### config.mk
export PLATFORM = sky130hd
export DESIGN_NAME = sffc_top
export DESIGN_NICKNAME = d
export VERILOG_FILES = /design/src/sffc_pkg.sv /design/src/sffc_top.sv
export SDC_FILE = /design/constraint.sdc
export NUM_CORES = 1
export LEC_CHECK = 0
export BUFFER_PORTS_ARGS = -buffer_cell sky130_fd_sc_hd__buf_2
export CORE_ASPECT_RATIO = 0.75
export CORE_UTILIZATION = 56
export DETAILED_ROUTE_END_ITERATION = 6
export HOLD_SLACK_MARGIN = 0.03
export PLACE_DENSITY = 0.74
export SYNTH_ARGS = -nofsm -noshare
export SYNTH_HDL_FRONTEND = slang
export SYNTH_SLANG_ARGS = --single-unit
### constraint.sdc
create_clock -name sys_clk -period 7.45 [get_ports sys_clk]
set_input_delay 1.8625 -clock sys_clk [delete_from_list [all_inputs] [get_ports sys_clk]]
set_output_delay 1.8625 -clock sys_clk [all_outputs]
set_load 0.02 [all_outputs]
### src/sffc_pkg.sv
// sffc_pkg: constants, register layout and carrier types of the serial frame format block
// assumes one system clock; all offsets are word indices on the plain register port
`default_nettype none

package sffc_pkg;

  // register offsets on the plain port
  localparam logic [2:0] OFS_MODE   = 3'h0; // serial_format_mode
  localparam logic [2:0] OFS_BITDIV = 3'h1; // bit time divisor
  localparam logic [2:0] OFS_TXDATA = 3'h2; // transmit byte, write starts a frame
  localparam logic [2:0] OFS_RXDATA = 3'h3; // received byte, read clears valid
  localparam logic [2:0] OFS_STATUS = 3'h4; // status, write 1 clears error flags
  localparam logic [2:0] OFS_MPCTL  = 3'h5; // multi node bit sent with next frame

  // reset values
  localparam logic [7:0] MODE_RST   = 8'h00;
  localparam logic [7:0] BITDIV_RST = 8'hFF;
  localparam logic [7:0] RXDATA_RST = 8'h00;

  // status field positions
  localparam int ST_TXBUSY  = 0;
  localparam int ST_RXVALID = 1;
  localparam int ST_PARERR  = 2;
  localparam int ST_FRMERR  = 3;
  localparam int ST_RXMP    = 4;

  // clock select codes and prescaler width
  localparam logic [1:0] CKS_DIV1  = 2'h0;
  localparam logic [1:0] CKS_DIV4  = 2'h1;
  localparam logic [1:0] CKS_DIV16 = 2'h2;
  localparam logic [1:0] CKS_DIV64 = 2'h3;
  localparam int         PRE_W     = 6;

  // last data bit index for eight and seven bit characters
  localparam logic [2:0] LAST_BIT8 = 3'h7;
  localparam logic [2:0] LAST_BIT7 = 3'h6;

  // mode register layout, bit 7 down to bit 0
  typedef struct packed {
    logic       syncMode;          // 1 clocked synchronous, 0 asynchronous
    logic       char_length_select; // 1 seven data bits
    logic       parity_enable;     // 1 parity added and checked
    logic       parityOdd;         // 1 odd, 0 even
    logic       stopTwo;           // 1 two stop bits
    logic       multi_node_format; // 1 multi node frame
    logic       baud_clock_select_hi;
    logic       baud_clock_select_lo;
  } sffc_mode_t;

  // register port request
  typedef struct packed {
    logic       wr;    // write strobe
    logic       rd;    // read strobe
    logic [2:0] addr;  // word offset
    logic [7:0] wdata; // write data
  } sffc_busreq_t;

  // frame sequencer states, gray along start-data-parity-multi node-stop1-stop2
  typedef enum logic [2:0] {
    FR_IDLE  = 3'b000,
    FR_START = 3'b001,
    FR_DATA  = 3'b011,
    FR_PAR   = 3'b010,
    FR_MPB   = 3'b110,
    FR_STOP1 = 3'b111,
    FR_STOP2 = 3'b101
  } sffc_frame_t;

  // parity used only in asynchronous, non multi node frames
  function automatic logic sffcParOn(input sffc_mode_t m);
    return !m.syncMode && m.parity_enable && !m.multi_node_format;
  endfunction : sffcParOn

  // multi node bit present only in asynchronous frames
  function automatic logic sffcMpOn(input sffc_mode_t m);
    return !m.syncMode && m.multi_node_format;
  endfunction : sffcMpOn

  // index of the last data bit; synchronous is always eight bits
  function automatic logic [2:0] sffcLast(input sffc_mode_t m);
    return (!m.syncMode && m.char_length_select) ? LAST_BIT7 : LAST_BIT8;
  endfunction : sffcLast

endpackage : sffc_pkg

`default_nettype wire

### src/sffc_top.sv
// sffc_top: mode register, prescaler and frame sequencer of one serial channel
// assumes rxdIn is an asynchronous pin; busReq and standby come from sys_clk logic
//
// What this block does
// - eight-bit mode register cleared by reset, standby
// - mode register readable and writable except during reset, standby
// - bit 7 picks asynchronous or synchronous
// - bit 6 picks seven bits, async only
// - seven-bit characters never send data bit 7
// - bit 5 enables async parity add and check
// - synchronous mode has no parity at all
// - sense 0 gives even ones count
// - sense 1 gives odd ones count
// - sense ignored when parity unused
// - bit 3 sends one or two stop bits
// - synchronous frames carry no stop bits
// - receiver checks only the first stop bit
// - low after first stop starts next character
// - multi node format overrides parity settings
// - multi node format only in async mode
// - bits 1:0 pick divide by 1,4,16,64
// - characters travel least significant bit first
//
// The register offsets and the address-and-strobe port were decided locally.
`default_nettype none

module sffc_top
  import sffc_pkg::*;
(
  input  wire logic         sys_clk,
  input  wire logic         srst,
  input  wire logic         standby,
  input  wire sffc_busreq_t busReq,
  output var  logic [7:0]   rdata,
  input  wire logic         rxdIn,
  output var  logic         txdOut,
  output var  logic         serClkOut
);

  ////////////////////////////////////////////////////////////////
  // state of the whole block
  typedef struct packed {
    sffc_mode_t  modeQ;   // serial_format_mode
    logic [7:0]  bitDivQ; // ticks per bit minus one
    logic [PRE_W-1:0] preQ; // free running prescaler
    logic        mpCtlQ;  // multi node bit for next frame
    logic [7:0]  rdataQ;  // read data, one cycle only
    sffc_frame_t txStQ;   // transmit sequencer
    sffc_mode_t  txFrmQ;  // format latched for this frame
    logic [7:0]  txByteQ; // byte being sent
    logic [2:0]  txIdxQ;  // data bit index
    logic [7:0]  txCntQ;  // ticks within bit
    logic        txMpQ;   // multi node bit of this frame
    logic        txdQ;    // line level
    logic        sclkQ;   // synchronous clock out
    sffc_frame_t rxStQ;   // receive sequencer
    sffc_mode_t  rxFrmQ;  // format latched for this frame
    logic [7:0]  rxByteQ; // byte being assembled
    logic [2:0]  rxIdxQ;  // data bit index
    logic [7:0]  rxCntQ;  // ticks within bit
    logic        rxPbadQ; // parity mismatch this frame
    logic [7:0]  rxDataQ; // last received byte
    logic        rxValidQ;
    logic        rxMpQ;   // multi node bit received
    logic        parErrQ;
    logic        frmErrQ;
    logic        s1Q;     // pin synchroniser stages
    logic        s2Q;
    logic        s3Q;
    logic        rxLvlQ;  // filtered line level
  } sffc_state_t;

  sffc_state_t s_q; // registered state
  sffc_state_t s_d; // next state

  ////////////////////////////////////////////////////////////////
  // next state
  always_comb begin
    logic       tick;    // prescaled baud tick
    logic       txEnd;   // last tick of a transmit bit
    logic       rxEnd;   // sample point of a receive bit
    logic [7:0] rxTgt;   // ticks to the sample point
    logic [7:0] txMask;  // byte with bit 7 cut for seven bits
    logic [7:0] stat;    // status image
    tick   = 1'b0;
    txEnd  = 1'b0;
    rxEnd  = 1'b0;
    rxTgt  = 8'h00;
    txMask = 8'h00;
    stat   = 8'h00;
    s_d    = s_q;
    s_d.rdataQ = 8'h00;
    // three stage pin filter; level moves when stages two and three agree
    s_d.s1Q = rxdIn;
    s_d.s2Q = s_q.s1Q;
    s_d.s3Q = s_q.s2Q;
    if (s_q.s2Q == s_q.s3Q) begin
      s_d.rxLvlQ = s_q.s3Q;
    end
    // prescaler and clock select
    s_d.preQ = s_q.preQ + PRE_W'(1);
    case ({s_q.modeQ.baud_clock_select_hi, s_q.modeQ.baud_clock_select_lo})
      CKS_DIV1:  tick = 1'b1;
      CKS_DIV4:  tick = (s_q.preQ[1:0] == 2'h0);
      CKS_DIV16: tick = (s_q.preQ[3:0] == 4'h0);
      CKS_DIV64: tick = (s_q.preQ[5:0] == 6'h00);
      default:   tick = 1'b0;
    endcase
    stat[ST_TXBUSY]  = (s_q.txStQ != FR_IDLE);
    stat[ST_RXVALID] = s_q.rxValidQ;
    stat[ST_PARERR]  = s_q.parErrQ;
    stat[ST_FRMERR]  = s_q.frmErrQ;
    stat[ST_RXMP]    = s_q.rxMpQ;
    // register reads, data stands in the next cycle only
    if (busReq.rd) begin
      case (busReq.addr)
        OFS_MODE:   s_d.rdataQ = s_q.modeQ;
        OFS_BITDIV: s_d.rdataQ = s_q.bitDivQ;
        OFS_TXDATA: s_d.rdataQ = s_q.txByteQ;
        OFS_RXDATA: begin
          s_d.rdataQ   = s_q.rxDataQ;
          s_d.rxValidQ = 1'b0;
        end
        OFS_STATUS: s_d.rdataQ = stat;
        OFS_MPCTL:  s_d.rdataQ = {7'h00, s_q.mpCtlQ};
        default:    s_d.rdataQ = 8'h00;
      endcase
    end
    // register writes; error flags clear on a one
    if (busReq.wr) begin
      case (busReq.addr)
        OFS_MODE:   s_d.modeQ = busReq.wdata;
        OFS_BITDIV: s_d.bitDivQ = busReq.wdata;
        OFS_STATUS: begin
          if (busReq.wdata[ST_PARERR]) s_d.parErrQ = 1'b0;
          if (busReq.wdata[ST_FRMERR]) s_d.frmErrQ = 1'b0;
        end
        OFS_MPCTL:  s_d.mpCtlQ = busReq.wdata[0];
        default:    ;
      endcase
    end
    ////////////////////////////////////////////////////////////////
    // transmit sequencer; bit time is bitDiv+1 ticks
    txEnd = tick && (s_q.txCntQ == s_q.bitDivQ);
    if (s_q.txStQ != FR_IDLE && tick) begin
      s_d.txCntQ = txEnd ? 8'h00 : s_q.txCntQ + 8'h01;
    end
    txMask = s_q.txFrmQ.syncMode ? s_q.txByteQ
           : {s_q.txByteQ[7] & !s_q.txFrmQ.char_length_select, s_q.txByteQ[6:0]};
    case (s_q.txStQ)
      FR_IDLE: begin
        // a write while busy is dropped; busy shows in status
        if (busReq.wr && busReq.addr == OFS_TXDATA) begin
          s_d.txFrmQ  = s_q.modeQ;
          s_d.txByteQ = busReq.wdata;
          s_d.txIdxQ  = 3'h0;
          s_d.txCntQ  = 8'h00;
          s_d.txMpQ   = s_q.mpCtlQ;
          if (s_q.modeQ.syncMode) begin
            s_d.txStQ = FR_DATA;
            s_d.txdQ  = busReq.wdata[0];
            s_d.sclkQ = 1'b0;
          end else begin
            s_d.txStQ = FR_START;
            s_d.txdQ  = 1'b0;
          end
        end
      end
      FR_START: begin
        if (txEnd) begin
          s_d.txStQ = FR_DATA;
          s_d.txdQ  = s_q.txByteQ[0];
        end
      end
      FR_DATA: begin
        // synchronous clock rises mid bit; partner samples there
        if (s_q.txFrmQ.syncMode && tick && s_q.txCntQ == {1'b0, s_q.bitDivQ[7:1]}) begin
          s_d.sclkQ = 1'b1;
          s_d.rxByteQ[s_q.txIdxQ] = s_q.rxLvlQ;
        end
        if (txEnd) begin
          if (s_q.txIdxQ == sffcLast(s_q.txFrmQ)) begin
            if (s_q.txFrmQ.syncMode) begin
              // no parity, no stop bit; the received byte lands now
              s_d.txStQ    = FR_IDLE;
              s_d.txdQ     = 1'b1;
              s_d.sclkQ    = 1'b1;
              s_d.rxDataQ  = s_q.rxByteQ;
              s_d.rxValidQ = 1'b1;
            end else if (sffcParOn(s_q.txFrmQ)) begin
              s_d.txStQ = FR_PAR;
              s_d.txdQ  = (^txMask) ^ s_q.txFrmQ.parityOdd;
            end else if (sffcMpOn(s_q.txFrmQ)) begin
              s_d.txStQ = FR_MPB;
              s_d.txdQ  = s_q.txMpQ;
            end else begin
              s_d.txStQ = FR_STOP1;
              s_d.txdQ  = 1'b1;
            end
          end else begin
            s_d.txIdxQ = s_q.txIdxQ + 3'h1;
            s_d.txdQ   = s_q.txByteQ[s_q.txIdxQ + 3'h1];
            s_d.sclkQ  = !s_q.txFrmQ.syncMode;
          end
        end
      end
      FR_PAR, FR_MPB: begin
        if (txEnd) begin
          s_d.txStQ = FR_STOP1;
          s_d.txdQ  = 1'b1;
        end
      end
      FR_STOP1: begin
        if (txEnd) begin
          s_d.txStQ = s_q.txFrmQ.stopTwo ? FR_STOP2 : FR_IDLE;
        end
      end
      FR_STOP2: begin
        if (txEnd) begin
          s_d.txStQ = FR_IDLE;
        end
      end
      default: s_d.txStQ = FR_IDLE;
    endcase
    ////////////////////////////////////////////////////////////////
    // asynchronous receive sequencer; start bit sampled at half bit
    rxTgt = (s_q.rxStQ == FR_START) ? {1'b0, s_q.bitDivQ[7:1]} : s_q.bitDivQ;
    rxEnd = tick && (s_q.rxCntQ == rxTgt);
    if (s_q.rxStQ != FR_IDLE && tick) begin
      s_d.rxCntQ = rxEnd ? 8'h00 : s_q.rxCntQ + 8'h01;
    end
    case (s_q.rxStQ)
      FR_IDLE: begin
        if (!s_q.modeQ.syncMode && !s_q.rxLvlQ) begin
          s_d.rxStQ   = FR_START;
          s_d.rxFrmQ  = s_q.modeQ;
          s_d.rxByteQ = 8'h00;
          s_d.rxIdxQ  = 3'h0;
          s_d.rxCntQ  = 8'h00;
          s_d.rxPbadQ = 1'b0;
        end
      end
      FR_START: begin
        // a high level at mid start bit was a glitch
        if (rxEnd) begin
          s_d.rxStQ = s_q.rxLvlQ ? FR_IDLE : FR_DATA;
        end
      end
      FR_DATA: begin
        if (rxEnd) begin
          s_d.rxByteQ[s_q.rxIdxQ] = s_q.rxLvlQ;
          s_d.rxIdxQ = s_q.rxIdxQ + 3'h1;
          if (s_q.rxIdxQ == sffcLast(s_q.rxFrmQ)) begin
            if (sffcParOn(s_q.rxFrmQ)) begin
              s_d.rxStQ = FR_PAR;
            end else if (sffcMpOn(s_q.rxFrmQ)) begin
              s_d.rxStQ = FR_MPB;
            end else begin
              s_d.rxStQ = FR_STOP1;
            end
          end
        end
      end
      FR_PAR: begin
        if (rxEnd) begin
          s_d.rxPbadQ = (^{s_q.rxByteQ, s_q.rxLvlQ}) != s_q.rxFrmQ.parityOdd;
          s_d.rxStQ   = FR_STOP1;
        end
      end
      FR_MPB: begin
        if (rxEnd) begin
          s_d.rxMpQ = s_q.rxLvlQ;
          s_d.rxStQ = FR_STOP1;
        end
      end
      FR_STOP1: begin
        // only this stop bit is checked; the sequencer rearms at once
        if (rxEnd) begin
          s_d.rxStQ    = FR_IDLE;
          s_d.rxDataQ  = s_q.rxByteQ;
          s_d.rxValidQ = 1'b1;
          if (s_q.rxPbadQ) s_d.parErrQ = 1'b1;
          if (!s_q.rxLvlQ) s_d.frmErrQ = 1'b1;
        end
      end
      default: s_d.rxStQ = FR_IDLE;
    endcase
    // reset and standby clear everything except the divisor and the line levels, which go to ones
    if (srst || standby) begin
      s_d         = '0;
      s_d.modeQ   = MODE_RST;
      s_d.bitDivQ = BITDIV_RST;
      s_d.rxDataQ = RXDATA_RST;
      s_d.txdQ    = 1'b1;
      s_d.sclkQ   = 1'b1;
      s_d.s1Q     = 1'b1;
      s_d.s2Q     = 1'b1;
      s_d.s3Q     = 1'b1;
      s_d.rxLvlQ  = 1'b1;
    end
  end

  ////////////////////////////////////////////////////////////////
  // state register
  always_ff @(posedge sys_clk) begin
    s_q <= s_d;
  end

  // outputs straight from flops
  assign rdata     = s_q.rdataQ;
  assign txdOut    = s_q.txdQ;
  assign serClkOut = s_q.sclkQ;

  // helper for the stop check: transmit sequencer state changes this cycle
  logic txEnd_w;
  assign txEnd_w = (s_q.txStQ != s_d.txStQ);
endmodule : sffc_top

`default_nettype wire

==> out/qor.yml <==
status: "completed"
utilization_pct: 61.3
grt_pass1_vias: 4830
p_seq_share_pct: 51.8
synth_cell_type_count: 72
cts.path.max_buffers: 2
rows: 32
powerDensity_nw_per_um2: 175
clock.fmax_ghz: 0.257
ant_nets: 0
grt_max_degree: 55
wl_per_cell_um: 18.2
cts_resized: 0
crit_arrival_ns: 4.10
synthToLayoutAreaGrowth_pct: 6.25
die_area_um2: 11100
finalPower_mw: 1.11
period_share_pct: 52.2
numCtsBuffers: 9
routed_wl_um: 15800
min_period_ns: 3.89
required_ns: 7.66
post-cts-setup-buffers: 0
grt_pass1_wl_um: 25500
cap_violations: 0
hold_buffers: 0
ys_seq_elements: 106
detail_route.first_pass.iterations: 5
synth.top_cells.by_count: "nand2_1 (116), dfxtp_1 (106), nor2_1 (64), a21oi_1 (45), clkbuf_1 (39)"
yosys.area.top_type: "dfxtp_1"
peakVddDrop_uv: 117
htree_num_levels: 3
relSlewSlack_pct: 35.7
antenna_found_initial: 0
gp_congestion: 0.917
combPwrFrac_pct: 4.4
port-buffer-count: 26
io_pins: 27
core_um2: 10300
num_vias: 5372
antenna_cells: 0
die_x_um: 121
synth_edf_count: 0
synth_area_leaders: "dfxtp_1 (36%), nand2_1 (7.3%), xnor2_1 (5.6%)"
die_h_um: 91.4
holdWs_ns: 0.414
setup_viol: 0
grtUsageTotal_pct: 29.4
cts_sinks: 106
hold_violations: 0
fin_worst_skew_ns: 0.00786
yosys_warnings: 0
netlist_instances: 739
synth_top_cell_area_share_pct: 35.6
initial_core_util_pct: 57.7
clk_pin_slew_ns: 0.07
final_max_slew_viol_count: 0
leakagePower_nw: 2.19
synth_most_common_cell: "nand2_1"
ys.flop_type: "dfxtp_1"
vias_per_cell: 6.20
end_kind: "flop"
drc: 0
clkLatencyLatePin_ns: 0.35
hpwl_um: 11400
internal_power_mw: 0.850
synthesis.area_um2: 5960
rsz0062_at_grt: "no"
crit_fanout: 16
nNetsFinal: 748
worst_pin_slew_ns: 0.962
grt-ovfl-total: 0
synth_nets: 762
hp-class: "flop to flop"
finalSetupTns_ns: 0
syn_avg_cell_area_um2: 8.07
ys_seq_area_share_pct: 35.6
drive_gt1_share_pct: 8.77
netSwitchingFraction_pct: 23.2
critPathLaunchType: "primary input"
cts_tree: "yes"
cts_root_buf: "clkbuf_16"
switchingPower_mw: 0.257
async_reset_ff_share_pct: 0
drt-initial-drc-count: 601
clkPwrFrac_pct: 43.8
path_class: "primary input to flop"
layer usage:
layer | GRT usage, % | up-vias | share of wire [%]
li1 | - | 2577 | -
met1 | 42.6 | 2509 | 46
met2 | 43.2 | 259 | 43
met3 | 7.04 | 27 | 9.6
met4 | 7.61 | 0 | 1.8
met5 | 0 | - | 0
kinds of logic after synthesis:
group | after synthesis | synth area share [%]
adder cells (fa/ha/maj) | 6 | 1.26
flip-flops | 106 | 35.6
buffers and inverters | 69 | 5.27
AO/OA/AOI/OAI | 142 | 16.5
XOR/XNOR | 48 | 7.05
multiplexers | 40 | 7.43
AND/OR/NAND/NOR | 328 | 26.9
worst max-delay path, stage by stage:
cell,delay (ns)
buf_2,0.19
nand2b_1,0.20
nor3b_1,0.69
and2_1,0.57
a21o_1,0.19
o21ai_0,0.13
a32oi_1,0.20
nor2_1,0.07
metrics by stage:
stage | setup slack (ns) | cells | cell area [um^2]
3_3_place_gp | 3.39 | 850 | 6030
3_5_place_dp | 3.29 | 850 | 6030
5_1_grt | 3.40 | 866 | 6340
4_1_cts | 3.66 | 866 | 6340
2_1_floorplan | 4.08 | 739 | 5960
6_report | 3.56 | 866 | 6340
power groups by stage:
stage | registers [mW] | logic [mW] | clock network (mW)
after floorplan | 0.584 | 0.0339 | 0
after CTS | 0.573 | 0.0483 | 0.491
after global placement | 0.586 | 0.0470 | 0
final | 0.573 | 0.0492 | 0.485
after global routing | 0.573 | 0.0529 | 0.512
after detailed placement | 0.586 | 0.0482 | 0
sequential cells by signal (all words and copies together) (netlist names):
signal / cells
s_q: 96
rdata: 8
serClkOut: 1
txdOut: 1
path summary, 6_finish.rpt:
kind	startpoint	end	slack, ns	cells past startpoint
setup / recovery	busReq[10]	s_q[59]	3.56	8
hold / removal	s_q[3]	s_q[2]	0.41	1
setup reg to reg	s_q[44]	s_q[15]	4.10	8
hold reg to reg	s_q[3]	s_q[2]	0.41	1
layout by cell type (no fill, tap or decap), types with 9 or more instances in the layout:
cell / Yosys / routed
a21oi_1: 45 / 45
and3_1: 11 / 11
buf_2: 2 / 26
clkbuf_16: 0 / 9
dfxtp_1: 106 / 106
inv_1: 14 / 14
mux2i_1: 33 / 33
nand2_1: 116 / 116
nand3_1: 32 / 32
nand4_1: 14 / 14
nor2_1: 64 / 63
nor2b_1: 18 / 18
nor3_1: 11 / 11
o21ai_0: 22 / 22
or3_1: 9 / 9
xnor2_1: 38 / 38
xor2_1: 10 / 10
cell type report:
type	instances	area (um^2)
Fill cell	907	3990
Timing Repair Buffer	30	160
Inverter	14	52.6
Clock inverter	6	72.6
Clock buffer	10	229
Sequential cell	106	2120
Multi-Input combinational cell	564	3530
Tap cell	136	170
Note: power is estimated with default switching activity, not from simulation.
